**src/include/tad_params.svh**
```systemverilog
// offsets, field positions and reset values of the alarm indication block
`ifndef TAD_PARAMS_SVH
`define TAD_PARAMS_SVH

`define TAD_OFF_ALARM_GEN   6'h00
`define TAD_OFF_STATUS      6'h01
`define TAD_OFF_INT_STAT    6'h02
`define TAD_OFF_INT_MASK    6'h03

`define TAD_CTRL_W          8
`define TAD_CTRL_RST        8'h00
`define TAD_TXSEL_HI        3
`define TAD_TXSEL_LO        2
`define TAD_RXCRIT_HI       1
`define TAD_RXCRIT_LO       0

`define TAD_INT_W           2
`define TAD_INT_DECLARE     0
`define TAD_INT_CLEAR       1
`define TAD_INT_RST         2'h0

`define TAD_WIN_BITS_DEF    2316

`define TAD_RESP_OKAY       2'h0
`define TAD_RESP_SLVERR     2'h2

`endif

```
**src/include/tad_pkg.sv**
```systemverilog
// types and decode functions of the alarm indication block
`default_nettype none

package tad_pkg;

	typedef logic [1:0] tad_sel_t;

	// outgoing bit for a given transmit pattern select
	function automatic logic tad_tx_bit(input tad_sel_t sel, input logic fbit, input logic data);
		logic b;
		b = data;
		case (sel)
			2'h1: b = 1'b1;
			2'h3: b = fbit ? data : 1'b1;
			default: b = data;
		endcase
		return b;
	endfunction

	// defect decision for given criteria and window result
	function automatic logic tad_declare(input tad_sel_t crit, input logic unframed,
		input logic framed);
		logic d;
		d = 1'b0;
		case (crit)
			2'h1: d = unframed | framed;
			2'h3: d = framed;
			default: d = 1'b0;
		endcase
		return d;
	endfunction

endpackage

`default_nettype wire

```
**src/tad_ais_top.sv**
```systemverilog
// alarm indication generation and detection with axi4-lite registers
//
// Notes on behaviour
// - transmit select 00 or 10 passes ordinary traffic unchanged.
// - transmit select 01 sends all ones, framing bits included.
// - transmit select 11 keeps framing bits, payload positions forced to one.
// - detect criteria 00 or 10 disables detection; defect never declared.
// - criteria 01 declares defect on unframed or framed all-ones.
// - criteria 11 declares defect only for framed all-ones.
`timescale 1ns/1ps
`default_nettype none
`include "tad_params.svh"

module tad_ais_top
	import tad_pkg::*;
#(
	parameter int WIN_BITS = `TAD_WIN_BITS_DEF
)
(
	input  wire logic        SYS_CLK,
	input  wire logic        SRST,
	input  wire logic [7:0]  S_AXI_AWADDR,
	input  wire logic        S_AXI_AWVALID,
	output logic             S_AXI_AWREADY,
	input  wire logic [31:0] S_AXI_WDATA,
	input  wire logic [3:0]  S_AXI_WSTRB,
	input  wire logic        S_AXI_WVALID,
	output logic             S_AXI_WREADY,
	output logic [1:0]       S_AXI_BRESP,
	output logic             S_AXI_BVALID,
	input  wire logic        S_AXI_BREADY,
	input  wire logic [7:0]  S_AXI_ARADDR,
	input  wire logic        S_AXI_ARVALID,
	output logic             S_AXI_ARREADY,
	output logic [31:0]      S_AXI_RDATA,
	output logic [1:0]       S_AXI_RRESP,
	output logic             S_AXI_RVALID,
	input  wire logic        S_AXI_RREADY,
	input  wire logic        TX_IN_DATA,
	input  wire logic        TX_IN_VALID,
	input  wire logic        TX_IN_FBIT,
	output logic             TX_OUT_DATA,
	output logic             TX_OUT_VALID,
	input  wire logic        RX_IN_DATA,
	input  wire logic        RX_IN_VALID,
	input  wire logic        RX_IN_FBIT,
	input  wire logic        RX_IN_SYNC,
	output logic             AIS_DEFECT,
	output logic             IRQ
);

	// register state
	logic [`TAD_CTRL_W-1:0] ctrl_r;
	logic [`TAD_CTRL_W-1:0] ctrl_nxt;
	logic [`TAD_INT_W-1:0]  int_stat_r;
	logic [`TAD_INT_W-1:0]  int_stat_nxt;
	logic [`TAD_INT_W-1:0]  int_mask_r;
	logic [`TAD_INT_W-1:0]  int_mask_nxt;
	logic                   irq_r;
	logic                   irq_nxt;
	logic                   defect_prev_r;

	// write channel state
	logic                   aw_held_r;
	logic                   aw_held_nxt;
	logic [5:0]             aw_idx_r;
	logic [5:0]             aw_idx_nxt;
	logic                   w_held_r;
	logic                   w_held_nxt;
	logic [31:0]            w_data_r;
	logic [31:0]            w_data_nxt;
	logic                   w_lane0_r;
	logic                   w_lane0_nxt;
	logic                   awready_r;
	logic                   awready_nxt;
	logic                   wready_r;
	logic                   wready_nxt;
	logic                   bvalid_r;
	logic                   bvalid_nxt;
	logic [1:0]             bresp_r;
	logic [1:0]             bresp_nxt;

	// read channel state
	logic                   arready_r;
	logic                   arready_nxt;
	logic                   rvalid_r;
	logic                   rvalid_nxt;
	logic [31:0]            rdata_r;
	logic [31:0]            rdata_nxt;
	logic [1:0]             rresp_r;
	logic [1:0]             rresp_nxt;

	// transmit path state
	logic                   tx_data_r;
	logic                   tx_data_nxt;
	logic                   tx_valid_r;
	logic                   tx_valid_nxt;

	logic                   defect;
	logic                   do_write;
	logic [1:0]             ev_set;
	logic [1:0]             w1c;

	tad_sel_t               tx_sel;
	tad_sel_t               rx_crit;

	assign tx_sel = ctrl_r[`TAD_TXSEL_HI:`TAD_TXSEL_LO];
	assign rx_crit = ctrl_r[`TAD_RXCRIT_HI:`TAD_RXCRIT_LO];

	// refuse a window the bit counter cannot serve
	generate
		if (WIN_BITS < 2)
		begin : g_win_chk
			$error("WIN_BITS must be at least 2");
		end
	endgenerate

	function automatic logic idx_mapped(input logic [5:0] idx);
		return (idx == `TAD_OFF_ALARM_GEN) || (idx == `TAD_OFF_STATUS) ||
			(idx == `TAD_OFF_INT_STAT) || (idx == `TAD_OFF_INT_MASK);
	endfunction

	tad_ais_detect #(
		.WIN_BITS (WIN_BITS)
	) u_detect (
		.clk       (SYS_CLK),
		.srst      (SRST),
		.bit_valid (RX_IN_VALID),
		.bit_data  (RX_IN_DATA),
		.fbit_pos  (RX_IN_FBIT),
		.in_sync   (RX_IN_SYNC),
		.criteria  (rx_crit),
		.defect    (defect)
	);

	// write address and data taken in either order
	always_comb
	begin
		aw_held_nxt = aw_held_r;
		aw_idx_nxt = aw_idx_r;
		w_held_nxt = w_held_r;
		w_data_nxt = w_data_r;
		w_lane0_nxt = w_lane0_r;
		bvalid_nxt = bvalid_r;
		bresp_nxt = bresp_r;
		do_write = 1'b0;
		if (S_AXI_AWVALID && awready_r)
		begin
			aw_held_nxt = 1'b1;
			aw_idx_nxt = S_AXI_AWADDR[7:2];
		end
		if (S_AXI_WVALID && wready_r)
		begin
			w_held_nxt = 1'b1;
			w_data_nxt = S_AXI_WDATA;
			w_lane0_nxt = S_AXI_WSTRB[0];
		end
		if (bvalid_r && S_AXI_BREADY)
		begin
			bvalid_nxt = 1'b0;
		end
		if (aw_held_r && w_held_r && !bvalid_r)
		begin
			do_write = 1'b1;
			aw_held_nxt = 1'b0;
			w_held_nxt = 1'b0;
			bvalid_nxt = 1'b1;
			bresp_nxt = idx_mapped(aw_idx_r) ? `TAD_RESP_OKAY : `TAD_RESP_SLVERR;
		end
		awready_nxt = !aw_held_nxt && !bvalid_nxt;
		wready_nxt = !w_held_nxt && !bvalid_nxt;
	end

	// one read at a time, answer one cycle after address
	always_comb
	begin
		arready_nxt = arready_r;
		rvalid_nxt = rvalid_r;
		rdata_nxt = rdata_r;
		rresp_nxt = rresp_r;
		if (rvalid_r && S_AXI_RREADY)
		begin
			rvalid_nxt = 1'b0;
			arready_nxt = 1'b1;
		end
		if (!rvalid_r && !arready_r)
		begin
			arready_nxt = 1'b1;
		end
		if (S_AXI_ARVALID && arready_r)
		begin
			arready_nxt = 1'b0;
			rvalid_nxt = 1'b1;
			rresp_nxt = `TAD_RESP_OKAY;
			rdata_nxt = 32'h0000_0000;
			case (S_AXI_ARADDR[7:2])
				`TAD_OFF_ALARM_GEN: rdata_nxt[`TAD_CTRL_W-1:0] = ctrl_r;
				`TAD_OFF_STATUS: rdata_nxt[0] = defect;
				`TAD_OFF_INT_STAT: rdata_nxt[`TAD_INT_W-1:0] = int_stat_r;
				`TAD_OFF_INT_MASK: rdata_nxt[`TAD_INT_W-1:0] = int_mask_r;
				default: rresp_nxt = `TAD_RESP_SLVERR;
			endcase
		end
	end

	// control, mask and sticky event bits
	always_comb
	begin
		ctrl_nxt = ctrl_r;
		int_mask_nxt = int_mask_r;
		w1c = 2'h0;
		ev_set[`TAD_INT_DECLARE] = defect & ~defect_prev_r;
		ev_set[`TAD_INT_CLEAR] = ~defect & defect_prev_r;
		if (do_write && w_lane0_r)
		begin
			case (aw_idx_r)
				`TAD_OFF_ALARM_GEN: ctrl_nxt = w_data_r[`TAD_CTRL_W-1:0];
				`TAD_OFF_INT_STAT: w1c = w_data_r[`TAD_INT_W-1:0];
				`TAD_OFF_INT_MASK: int_mask_nxt = w_data_r[`TAD_INT_W-1:0];
				default: ctrl_nxt = ctrl_r;
			endcase
		end
		// new event wins over a clear in the same cycle
		int_stat_nxt = (int_stat_r & ~w1c) | ev_set;
		irq_nxt = |(int_stat_nxt & int_mask_nxt);
	end

	// outgoing pattern substitution
	always_comb
	begin
		tx_valid_nxt = TX_IN_VALID;
		tx_data_nxt = tx_data_r;
		if (TX_IN_VALID)
		begin
			tx_data_nxt = tad_tx_bit(tx_sel, TX_IN_FBIT, TX_IN_DATA);
		end
	end

	always_ff @(posedge SYS_CLK)
	begin
		if (SRST)
		begin
			ctrl_r <= `TAD_CTRL_RST;
			int_stat_r <= `TAD_INT_RST;
			int_mask_r <= `TAD_INT_RST;
			irq_r <= 1'b0;
			defect_prev_r <= 1'b0;
			aw_held_r <= 1'b0;
			aw_idx_r <= 6'h00;
			w_held_r <= 1'b0;
			w_data_r <= 32'h0000_0000;
			w_lane0_r <= 1'b0;
			awready_r <= 1'b0;
			wready_r <= 1'b0;
			bvalid_r <= 1'b0;
			bresp_r <= `TAD_RESP_OKAY;
			arready_r <= 1'b0;
			rvalid_r <= 1'b0;
			rdata_r <= 32'h0000_0000;
			rresp_r <= `TAD_RESP_OKAY;
			tx_data_r <= 1'b0;
			tx_valid_r <= 1'b0;
		end
		else
		begin
			ctrl_r <= ctrl_nxt;
			int_stat_r <= int_stat_nxt;
			int_mask_r <= int_mask_nxt;
			irq_r <= irq_nxt;
			defect_prev_r <= defect;
			aw_held_r <= aw_held_nxt;
			aw_idx_r <= aw_idx_nxt;
			w_held_r <= w_held_nxt;
			w_data_r <= w_data_nxt;
			w_lane0_r <= w_lane0_nxt;
			awready_r <= awready_nxt;
			wready_r <= wready_nxt;
			bvalid_r <= bvalid_nxt;
			bresp_r <= bresp_nxt;
			arready_r <= arready_nxt;
			rvalid_r <= rvalid_nxt;
			rdata_r <= rdata_nxt;
			rresp_r <= rresp_nxt;
			tx_data_r <= tx_data_nxt;
			tx_valid_r <= tx_valid_nxt;
		end
	end

	assign S_AXI_AWREADY = awready_r;
	assign S_AXI_WREADY = wready_r;
	assign S_AXI_BVALID = bvalid_r;
	assign S_AXI_BRESP = bresp_r;
	assign S_AXI_ARREADY = arready_r;
	assign S_AXI_RVALID = rvalid_r;
	assign S_AXI_RDATA = rdata_r;
	assign S_AXI_RRESP = rresp_r;
	assign TX_OUT_DATA = tx_data_r;
	assign TX_OUT_VALID = tx_valid_r;
	assign AIS_DEFECT = defect;
	assign IRQ = irq_r;

endmodule

`default_nettype wire

```
**src/tad_ais_detect.sv**
```systemverilog
// receive all-ones pattern detector over a window of line bits
`timescale 1ns/1ps
`default_nettype none
`include "tad_params.svh"

module tad_ais_detect
	import tad_pkg::*;
#(
	parameter int WIN_BITS = `TAD_WIN_BITS_DEF
)
(
	input  wire logic     clk,
	input  wire logic     srst,
	input  wire logic     bit_valid,
	input  wire logic     bit_data,
	input  wire logic     fbit_pos,
	input  wire logic     in_sync,
	input  wire tad_sel_t criteria,
	output logic          defect
);

	localparam int CW = $clog2(WIN_BITS);

	generate
		if (WIN_BITS < 2)
		begin : g_chk
			$error("WIN_BITS must be at least 2");
		end
	endgenerate

	logic [CW-1:0] cnt_r;
	logic [CW-1:0] cnt_nxt;
	logic          pz_r;
	logic          pz_nxt;
	logic          fz_r;
	logic          fz_nxt;
	logic          defect_r;
	logic          defect_nxt;

	always_comb
	begin
		logic pz_now;
		logic fz_now;
		logic unframed;
		logic framed;
		pz_now = pz_r | (bit_valid & ~fbit_pos & ~bit_data);
		fz_now = fz_r | (bit_valid & fbit_pos & ~bit_data);
		// every bit one, framing positions included
		unframed = ~pz_now & ~fz_now;
		// payload ones while framing still carries zeros and is aligned
		framed = ~pz_now & fz_now & in_sync;
		cnt_nxt = cnt_r;
		pz_nxt = pz_r;
		fz_nxt = fz_r;
		defect_nxt = defect_r;
		if (bit_valid)
		begin
			if (cnt_r == CW'(WIN_BITS - 1))
			begin
				cnt_nxt = '0;
				pz_nxt = 1'b0;
				fz_nxt = 1'b0;
				defect_nxt = tad_declare(criteria, unframed, framed);
			end
			else
			begin
				cnt_nxt = cnt_r + 1'b1;
				pz_nxt = pz_now;
				fz_nxt = fz_now;
			end
		end
		if (criteria[0] == 1'b0)
		begin
			defect_nxt = 1'b0;
		end
	end

	always_ff @(posedge clk)
	begin
		if (srst)
		begin
			cnt_r <= '0;
			pz_r <= 1'b0;
			fz_r <= 1'b0;
			defect_r <= 1'b0;
		end
		else
		begin
			cnt_r <= cnt_nxt;
			pz_r <= pz_nxt;
			fz_r <= fz_nxt;
			defect_r <= defect_nxt;
		end
	end

	assign defect = defect_r;

endmodule

`default_nettype wire

```
**config.mk**
```make
export PLATFORM = sky130hd
export DESIGN_NAME = tad_ais_top
export DESIGN_NICKNAME = d
export VERILOG_FILES = /design/src/include/tad_pkg.sv /design/src/tad_ais_top.sv /design/src/tad_ais_detect.sv
export VERILOG_INCLUDE_DIRS = /design/src /design/src/include
export SDC_FILE = /design/constraint.sdc
export NUM_CORES = 1
export LEC_CHECK = 0
export BUFFER_PORTS_ARGS = -buffer_cell sky130_fd_sc_hd__buf_2
export CAP_MARGIN = 20
export CELL_PAD_IN_SITES_DETAIL_PLACEMENT = 1
export CELL_PAD_IN_SITES_GLOBAL_PLACEMENT = 2
export CORE_ASPECT_RATIO = 1.5
export CORE_UTILIZATION = 24
export CTS_CLUSTER_DIAMETER = 80
export DETAILED_ROUTE_END_ITERATION = 16
export GPL_ROUTABILITY_DRIVEN = 1
export GPL_TIMING_DRIVEN = 0
export HOLD_SLACK_MARGIN = 0.1
export PLACE_DENSITY = 0.82
export SKIP_LAST_GASP = 1
export SLEW_MARGIN = 25
export SYNTH_ARGS = -nofsm -noshare
export SYNTH_HDL_FRONTEND = slang
export SYNTH_SLANG_ARGS = --single-unit
```
**constraint.sdc**
```tcl
create_clock -name SYS_CLK -period 1.8 [get_ports SYS_CLK]
set_input_delay 0.09 -clock SYS_CLK [delete_from_list [all_inputs] [get_ports SYS_CLK]]
set_output_delay 0.09 -clock SYS_CLK [all_outputs]
set_load 0.02 [all_outputs]
```
=== Yosys cells after proc, flatten, opt, wreduce, memory -nomap -nowiden ===
Cells that the tools add are included.

* Bits in registers: 65
* Input port bits: 66

* Add/sub/neg operators: 1
* Equality and inequality tests: 11
* Mux-type cells: 26
* Bitwise gates (word level): 23
* Reductions and logical operators: 30

{| class="wikitable"
|+ Operators with widths
! cell !! number
|-
| == test 6 x 2 -> 1 bit, second input constant || 4
|-
| two-way mux 1 bit || 14
|-
| adder 12 x 1 -> 12 bit, second input constant || 1
|-
| == test 12 bit, second input constant || 1
|-
| == test 6 x 1 -> 1 bit, second input constant || 2
|-
| zero test 6 bit || 2
|-
| two-way mux 12 bit || 1
|-
| two-way mux 2 bit || 6
|-
| logical AND 1 bit || 11
|-
| AND 1 bit || 9
|-
| inverter 1 bit || 7
|-
| zero test 1 bit || 6
|-
| two-way mux 6 bit || 1
|-
| OR reduction 2 bit || 3
|-
| AND 2 bit || 2
|-
| == test 2 x 1 -> 1 bit, second input constant || 2
|-
| == test 2 bit, second input constant || 2
|-
| one-hot mux 1 bit (2 select lines) || 2
|-
| one-hot mux 1 bit (4 select lines) || 1
|-
| AND reduction 2 bit || 2
|-
| nonzero test 2 bit || 2
|-
| OR reduction 4 bit || 1
|-
| logical OR 1 bit || 3
|-
| OR 1 bit || 3
|-
| other kinds (3) || 3
|}

=== Logic depth before layout (Yosys ltp) ===
Gate-level depths: netlist of the first run.

* Depth after elaboration: 10
* Gate-level depth with buffers: 6
* Mapped depth without buffers: 5

=== Cells and area by module ===
From an unflattened synthesis of the first run, not the netlist that was laid out.

* Cells, all modules: 295
* Area total of the unflattened synthesis: 2685.1 sq um

{| class="wikitable"
|+ By module, submodules not included
! module !! instances !! cells each !! area an instance (sq um) !! sequential area each (sq um)
|-
| tad_ais_top || 1 || 214 || 1949.4 || 960.9
|-
| tad_ais_detect || 1 || 81 || 735.7 || 300.3
|}

=== Worst setup path after synthesis of the first run ===
No wires, ideal clock.

* Path kind: register to register
* From: register aw_idx_r[5]
* To: register ctrl_r[7]
* Arrival: 1651 ps
* Path slack: 22 ps
* Stages on the path, launching flop included: 6
* Path buffers: 1
* Path through: dfxtp_1 > or4_4 > or4_4 > buf_6 > mux2i_1 > nor2_1

* Word-level cells in the longest chain between the ends: 2

{| class="wikitable"
|+ Ends and longest elaborated chain
! what !! line !! text
|-
| start, declared || tad_ais_top.sv:66 || <nowiki>logic [5:0] aw_idx_r;</nowiki>
|-
| start signal, assigned || tad_ais_top.sv:272 || <nowiki>aw_idx_r <= aw_idx_nxt;</nowiki>
|-
| zero test 6 bit || tad_ais_top.sv:216 || <nowiki>case (aw_idx_r)</nowiki>
|-
| AND reduction 2 bit (no line) || -- ||
|-
| end signal, assigned || tad_ais_top.sv:243 || <nowiki>ctrl_r <= `TAD_CTRL_RST;</nowiki>
|-
| end signal, assigned || tad_ais_top.sv:266 || <nowiki>ctrl_r <= ctrl_nxt;</nowiki>
|-
| end, declared || tad_ais_top.sv:53 || <nowiki>logic [`TAD_CTRL_W-1:0] ctrl_r;</nowiki>
|}

No other way between the ends.
A chain may end at the register's enable or synchronous reset.

=== Worst setup path after layout of the first run ===
* From: register aw_idx_r[4]
* To: register ctrl_r[0]

Same word-level chain as after synthesis.

==> metrics.md, run 1 <==
| Metric | Value |
|---|---|
| I/O pin count | 111 |
| Die H | 130 um |
| Vias in the first global route | 2,227 |
| Skew-Pair Late Insertion Delay | 0.33 ns |
| Final hold viol count | 0 |
| CP required | 2.00 ns |
| Worst VDD drop | 0.351 mV |
| Fmax | 0.555 GHz |
| Full die area | 11,400 sq um |
| GP Congestion | 0.721 |
| CTS tree | yes |
| Yosys warns | 0 |
| Wire per inst | 12.2 um |
| Leak | 1.62 nW |
| DRC | 0 |
| Via/cell ratio | 4.22 |
| Reg-to-reg startpoint | aw_idx_r[4] |
| I/O Buffers | 50 |
| CP Launch Point | aw_idx_r[4] |
| Post-synth EDFFs | 0 |
| Tcrit/Tclk final | 100% |
| Worst Skew | 0.00827 ns |
| Async SR Flop Fraction | 0% |
| Clk slew on worst S/H paths | 0.06 ns |
| Design area | 3690 sq um |
| Worst min-delay path class | input port to flip-flop |
| Nature of the critical path endpoint | flip-flop |
| HPWL Detailed | 4930 um |
| Dominant synthesized flop cell | dfxtp_1 |
| Slew margin rel. | 57.3% |
| Postcts setup bufs | 0 |
| Setup Viol. Count Final | 2 |
| Final worst slack | -0.00223 ns |
| Worst-path fanout max | 8 |
| Placed cell area | 3150 sq um |
| Pin count of the biggest net entering global routing | 15 |
| First-pass GRT wire length | 10,500 um |
| Drt total wl | 6660 um |
| Final Net Count | 464 |
| Worst setup SP type | flip-flop |
| Fin. max-slew vios | 0 |
| Die X-Extent | 87.5 um |
| Arrival time worst endpoint | 2.01 ns |
| Critical Setup Path Class | flip-flop to flip-flop |
| Pwr dens | 1020 nW/um^2 |
| MaxCap Viol Count | 0 |
| Worst-margin pin slew | 0.639 ns |
| Run status | finished with violations |
| Reg-to-reg setup timing slack | -0.002 ns |
| Core area | 10,600 sq um |
| TritonCTS Buffers | 9 |
| Remaining Overflow, GRT | 0 |
| DR pass1 iterations | 4 |
| Depth of the CTS H-tree | 3 |
| Mapped Area | 2630 sq um |
| Synth top area cells | dfxtp_1, buf_4, nor2_1 |
| Failing checks | setup timing |
| Share of the synthesized area in the top cell type | 48.0% |
| RSZ-0062 raised after global routing | true |
| GRT Util Overall | 12.1% |
| Number of synthesized register bits | 63 |
| Cell count after synthesis | 292 |
| Total vias in the final route | 2,302 |
| Initial antenna violation count | 0 |
| Clock sinks | 63 |
| Ant diodes | 0 |
| Rows | 46 |
| ANT nets after route | 0 |
| Fraction of layout cells with a size suffix above 1 | 24.6% |
| Final Critical Period | 1.80 ns |
| Area leader, netlist | dfxtp_1 |
| First-iteration detailed-routing DRC count | 45 |
| Post-synthesis sequential area ratio | 48.0% |
| HP Start | RX_IN_DATA |
| Fillcell total | 1,283 |
| Syn-to-layout area delta | 40.6% |
| Post-synth cell types | 42 |
| Clock buffer depth | 2 |
| Initial core utilization | 24.8% |
| Mean area per synthesized cell | 9.00 sq um |
| CTS root buf | clkbuf_16 |
| Setup TNS | -0.00271 ns |
==> metal layers <==
metal,global-route usage [%],up-vias,wire (um)
met1,12.7,1081,2810
li1,-,1152,-
met2,22.2,60,3440
met3,3.04,9,301
met4,5.79,0,112
met5,0,-,0
==> state kept, by name, summed over array words and instances, names as in the netlist, 2 cells and up <==
signal and flops:
S_AXI_RDATA 8, u_detect.cnt_r 12, aw_idx_r 6, w_data_r 8, ctrl_r 8, int_mask_r 2
int_stat_r 2
==> path summary, 6_finish.rpt <==
kind / to / cells past startpoint
setup reg to reg: ctrl_r[0] / 4
hold reg to reg: aw_idx_r[3] / 2
setup / recovery: ctrl_r[0] / 4
hold / removal: u_detect.fz_r / 4
==> final cells by class <==
| class | count | area, sq um | area share, % |
|---|---|---|---|
| well taps | 144 | 180 | 4.88 |
| repair buffers | 71 | 460 | 12.5 |
| clock buffers | 10 | 229 | 6.20 |
| multi-input cells | 213 | 1210 | 32.7 |
| plain buffers | 35 | 229 | 6.20 |
| clock inverters | 6 | 109 | 2.95 |
| flip-flops and latches | 63 | 1260 | 34.2 |
| inverters | 4 | 15.0 | 0.406 |
==> where the power goes <==
group | internal [mW] | total (mW) | switching (mW)
clock network | 1.35 | 1.97 | 0.624
logic | 0.148 | 0.331 | 0.183
registers | 1.44 | 1.46 | 0.0282
==> Yosys cell counts (2+ instances only) <==
| cell | count |
|---|---|
| clkbuf_1 | 8 |
| a21oi_1 | 21 |
| dfxtp_1 | 63 |
| nor3_1 | 8 |
| nor2b_1 | 5 |
| nor2_1 | 37 |
| and3_1 | 4 |
| inv_1 | 4 |
| nand3_1 | 6 |
| a22oi_1 | 2 |
| and2_1 | 2 |
| or4_4 | 2 |
| nand2b_1 | 7 |
| xor2_1 | 6 |
| a22o_1 | 7 |
| nand2_1 | 36 |
| buf_1 | 2 |
| mux2i_1 | 12 |
| o21ai_0 | 2 |
| nand4_1 | 7 |
| xnor2_1 | 5 |
| buf_4 | 26 |
==> cells by family after synthesis <==
group	count (synthesis)	synth area share, %
AO/OA/AOI/OAI	40	9.76
AND/OR/NAND/NOR	121	22.3
adder cells (fa/ha/maj)	1	0.476
XOR/XNOR	11	3.66
multiplexers	14	5.85
other	1	0.143
buffers and inverters	41	9.85
flip-flops	63	48.0
==> worst max-delay path, stage by stage, from the launching register on <==
cell     delay (ns)
dfxtp_2        0.31
or4_4          0.57
or4_4          0.54
mux2i_1        0.19
nor2_1         0.05
==> layout by cell type, fill, tap and decap left out, drive strengths merged, types with 2 or more instances in the layout <==
cell          n
mux2i        12
and3          4
nand4         7
clkinv        3
or4           3
nand3         6
a21oi        21
nand2        36
conb         26
dlygate4sd3  21
clkbuf       17
buf          78
nor2         37
bufinv        3
inv           4
xnor2         5
a22oi         2
nor2b         5
dfxtp        63
a22o          7
xor2          6
o21ai         2
nor3          8
and2          2
nand2b        7
nor4b         2
==> what timing repair did <==
item | CTS | global route
resized for setup | 0 | 3
hold endpoints to repair | 23 | 0
setup endpoints to repair | 19 | 22
pin swaps | 2 | 0
hold buffers | 21 | 0
==> metrics by stage <==
step                      std cells  hold WS (ns)  utilization (%)  total power [mW]  worst slack (ns)
after floorplan                 317         0.186                -              1.70            0.0218
after global placement          511         0.319             29.8              1.78           -0.0633
after detailed placement        511         0.316             29.8              1.79           -0.0922
after CTS                       546         0.110             34.8              3.81           -0.0138
after global routing            546         0.153             34.9              3.91           -0.0833
final                           546         0.115             34.9              3.77          -0.00223
No activity file was read; power rests on OpenSTA's default activity.
==> inputs of run 2 (changes only) <==
--- a/config.mk
+++ b/config.mk
@@ -11,13 +11,13 @@
 export CELL_PAD_IN_SITES_DETAIL_PLACEMENT = 1
 export CELL_PAD_IN_SITES_GLOBAL_PLACEMENT = 2
 export CORE_ASPECT_RATIO = 1.5
-export CORE_UTILIZATION = 24
+export CORE_UTILIZATION = 27
 export CTS_CLUSTER_DIAMETER = 80
 export DETAILED_ROUTE_END_ITERATION = 16
 export GPL_ROUTABILITY_DRIVEN = 1
 export GPL_TIMING_DRIVEN = 0
 export HOLD_SLACK_MARGIN = 0.1
-export PLACE_DENSITY = 0.82
+export PLACE_DENSITY = 0.87
 export SKIP_LAST_GASP = 1
 export SLEW_MARGIN = 25
 export SYNTH_ARGS = -nofsm -noshare
==> constraint.sdc (replaced) <==
create_clock -name SYS_CLK -period 1.7 [get_ports SYS_CLK]
set_input_delay 0.085 -clock SYS_CLK [delete_from_list [all_inputs] [get_ports SYS_CLK]]
set_output_delay 0.085 -clock SYS_CLK [all_outputs]
set_load 0.02 [all_outputs]
==> metrics.md, run 2 (synthesized netlist as in run 1, its figures left out) <==
| Metric | Value |
|---|---|
| Run status | finished with violations (unchanged) |
| Failing checks | setup timing (unchanged) |
| Initial core utilization | 28.1% (was 24.8%) |
| Rows | 43 (was 46) |
| Syn-to-layout area delta | 39.9% (was 40.6%) |
| Wire per inst | 12.8 um (was 12.2 um) |
| Clock buffer depth | 2 (unchanged) |
| Setup Viol. Count Final | 10 (was 2) |
| Worst Hold End | u_detect.fz_r (unchanged) |
| Remaining Overflow, GRT | 0 (unchanged) |
| Most frequent cells in the layout | dfxtp_1, buf_2, nor2_1 (unchanged) |
| Leak | 1.64 nW (was 1.62 nW) |
| Final hold viol count | 0 (unchanged) |
| CTS tree | yes (unchanged) |
| CTS root buf | clkbuf_16 (unchanged) |
| Tcrit/Tclk final | 104% (was 100%) |
| Die H | 123 um (was 130 um) |
| Worst setup SP type | flip-flop (unchanged) |
| Worst VDD drop | 0.427 mV (was 0.351 mV) |
| FF/Latch Area | 1260 sq um (unchanged) |
| DR pass1 iterations | 4 (unchanged) |
| GP Congestion | 0.756 (was 0.721) |
| MaxCap Viol Count | 0 (unchanged) |
| Fraction of layout cells with a size suffix above 1 | 25.5% (was 24.6%) |
| Worst min-delay path class | input port to flip-flop (unchanged) |
| Vias in the first global route | 2,329 (was 2,227) |
| Final Instance Count excl. Fillers | 516 (was 546) |
| Drt total wl | 6580 um (was 6660 um) |
| Final worst slack | -0.0684 ns (was -0.00223 ns) |
| Arrival time worst endpoint | 2.01 ns (about the same) |
| Critical Setup Path Class | flip-flop to flip-flop (unchanged) |
| Skew-Pair Late Insertion Delay | 0.33 ns (about the same) |
| Clk slew on worst S/H paths | 0.05 ns (was 0.06 ns) |
| HPWL Detailed | 4790 um (was 4930 um) |
| Setup WS pre-CTS | -0.164 ns (was -0.0922 ns) |
| Core area | 9360 sq um (was 10,600 sq um) |
| HP Start | RX_IN_DATA (unchanged) |
| Pin count of the biggest net entering global routing | 15 (unchanged) |
| Final Core Density | 39.3% (was 34.9%) |
| Final Critical Period | 1.77 ns (was 1.80 ns) |
| CP required | 1.95 ns (was 2.00 ns) |
| ANT nets after route | 0 (unchanged) |
| Via/cell ratio | 4.42 (was 4.22) |
| Worst-margin pin slew | 0.572 ns (was 0.639 ns) |
| Worst-path fanout max | 3 (was 8) |
| Commonest non-fill, non-tap cell in the layout | dfxtp_1 (unchanged) |
| Clock sinks | 63 (unchanged) |
| Nature of the critical path endpoint | flip-flop (unchanged) |
| Slew margin rel. | 61.8% (was 57.3%) |
| Full die area | 10,100 sq um (was 11,400 sq um) |
| Worst Skew | 0.00797 ns (was 0.00827 ns) |
| Initial antenna violation count | 0 (unchanged) |
| Fmax | 0.565 GHz (was 0.555 GHz) |
| Total vias in the final route | 2,279 (was 2,302) |
| Reg-to-reg startpoint | aw_idx_r[4] (unchanged) |
| RSZ-0062 raised after global routing | true (unchanged) |
| DP Cell Count | 479 (was 511) |
| Depth of the CTS H-tree | 3 (unchanged) |
| Hold_ws | 0.122 ns (was 0.115 ns) |
| GRT Util Overall | 14.4% (was 12.1%) |
| Placed cell area | 3110 sq um (was 3150 sq um) |
| Min-Delay Path Depth | 4 (unchanged) |
| Top reg by flops | u_detect.cnt_r (unchanged) |
| Fillcell total | 1,120 (was 1,283) |
| Final Net Count | 466 (was 464) |
| First-pass GRT wire length | 10,900 um (was 10,500 um) |
| Ant diodes | 0 (unchanged) |
| Die X-Extent | 82.6 um (was 87.5 um) |
| Reg-to-reg setup timing slack | -0.07 ns (was -0.002 ns) |
| Max reg flops | 12 (unchanged) |
| TritonCTS Buffers | 9 (unchanged) |
| I/O pin count | 111 (unchanged) |
| Design area | 3680 sq um (was 3690 sq um) |
| First-iteration detailed-routing DRC count | 32 (was 45) |
| Fin. max-slew vios | 0 (unchanged) |
| Reg2Reg Depth | 6 (was 4) |
| Area of the multi-input gates | 1230 sq um (was 1210 sq um) |
| DRC | 0 (unchanged) |
| Pwr dens | 1060 nW/um^2 (was 1020 nW/um^2) |
| RR Endpoint | IRQ (was ctrl_r[0]) |
| I/O Buffers | 50 (unchanged) |
==> run 2: per-layer routing <==
layer / vias to the layer above / track usage, % / routed length (um)
met3: 9 / 3.87 / 327
met5: - / 0 / 0
met1: 1061 / 15.7 / 2740
met4: 0 / 6.79 / 110
li1: 1150 / - / -
met2: 59 / 25.2 / 3400
==> run 2: layout make-up <==
type / instances / area share (%)
Clock inverter: 3 / 1.77
Timing Repair Buffer: 73 / 13.0
Sequential cell: 63 / 34.3
Buffer: 35 / 6.23
Tap cell: 112 / 3.81
Multi-Input combinational cell: 213 / 33.4
Inverter: 4 / 0.408
Clock buffer: 13 / 7.08
==> run 2: worst max path at each step <==
stage,startpoint,endpoint,slack (ns),cells past startpoint
2_1_floorplan,aw_idx_r[5],ctrl_r[7],-0.08,5
3_3_place_gp,aw_idx_r[5],ctrl_r[7],-0.15,5
3_5_place_dp,aw_idx_r[5],ctrl_r[1],-0.16,5
4_1_cts,aw_idx_r[4],ctrl_r[3],-0.09,4
5_1_grt,aw_idx_r[4],ctrl_r[6],-0.15,4
6_report,aw_idx_r[4],IRQ,-0.07,6
==> run 2: where the power goes <==
group          switching (mW)  internal (mW)  total (mW)
registers              0.0303           1.52        1.55
clock network           0.628           1.36        1.99
logic                   0.198          0.169       0.367
==> run 2: through the flow <==
step	TNS, ns	power (mW)
floorplan	-0.625	1.80
global placement	-1.88	1.88
detailed placement	-2.54	1.89
CTS	-0.727	3.93
global route	-1.39	4.07
finish	-0.525	3.91
==> run 2: timing repair <==
action / in CTS / in global routing
gates resized for setup: 2 / 6
hold endpoints to repair: 23 / 0
endpoints found under the setup margin: 21 / 24
setup buffers: 1 / 2
hold buffers: 20 / 0
pin swaps: 2 / 2
==> run 2: critical path, stage by stage, from the launching register on <==
cell and delay (ns):
dfxtp_2 0.31, or4_4 0.55, buf_4 0.16, buf_6 0.11, nor3_4 0.16, mux2i_1 0.26, o2bb2ai_1 0.14
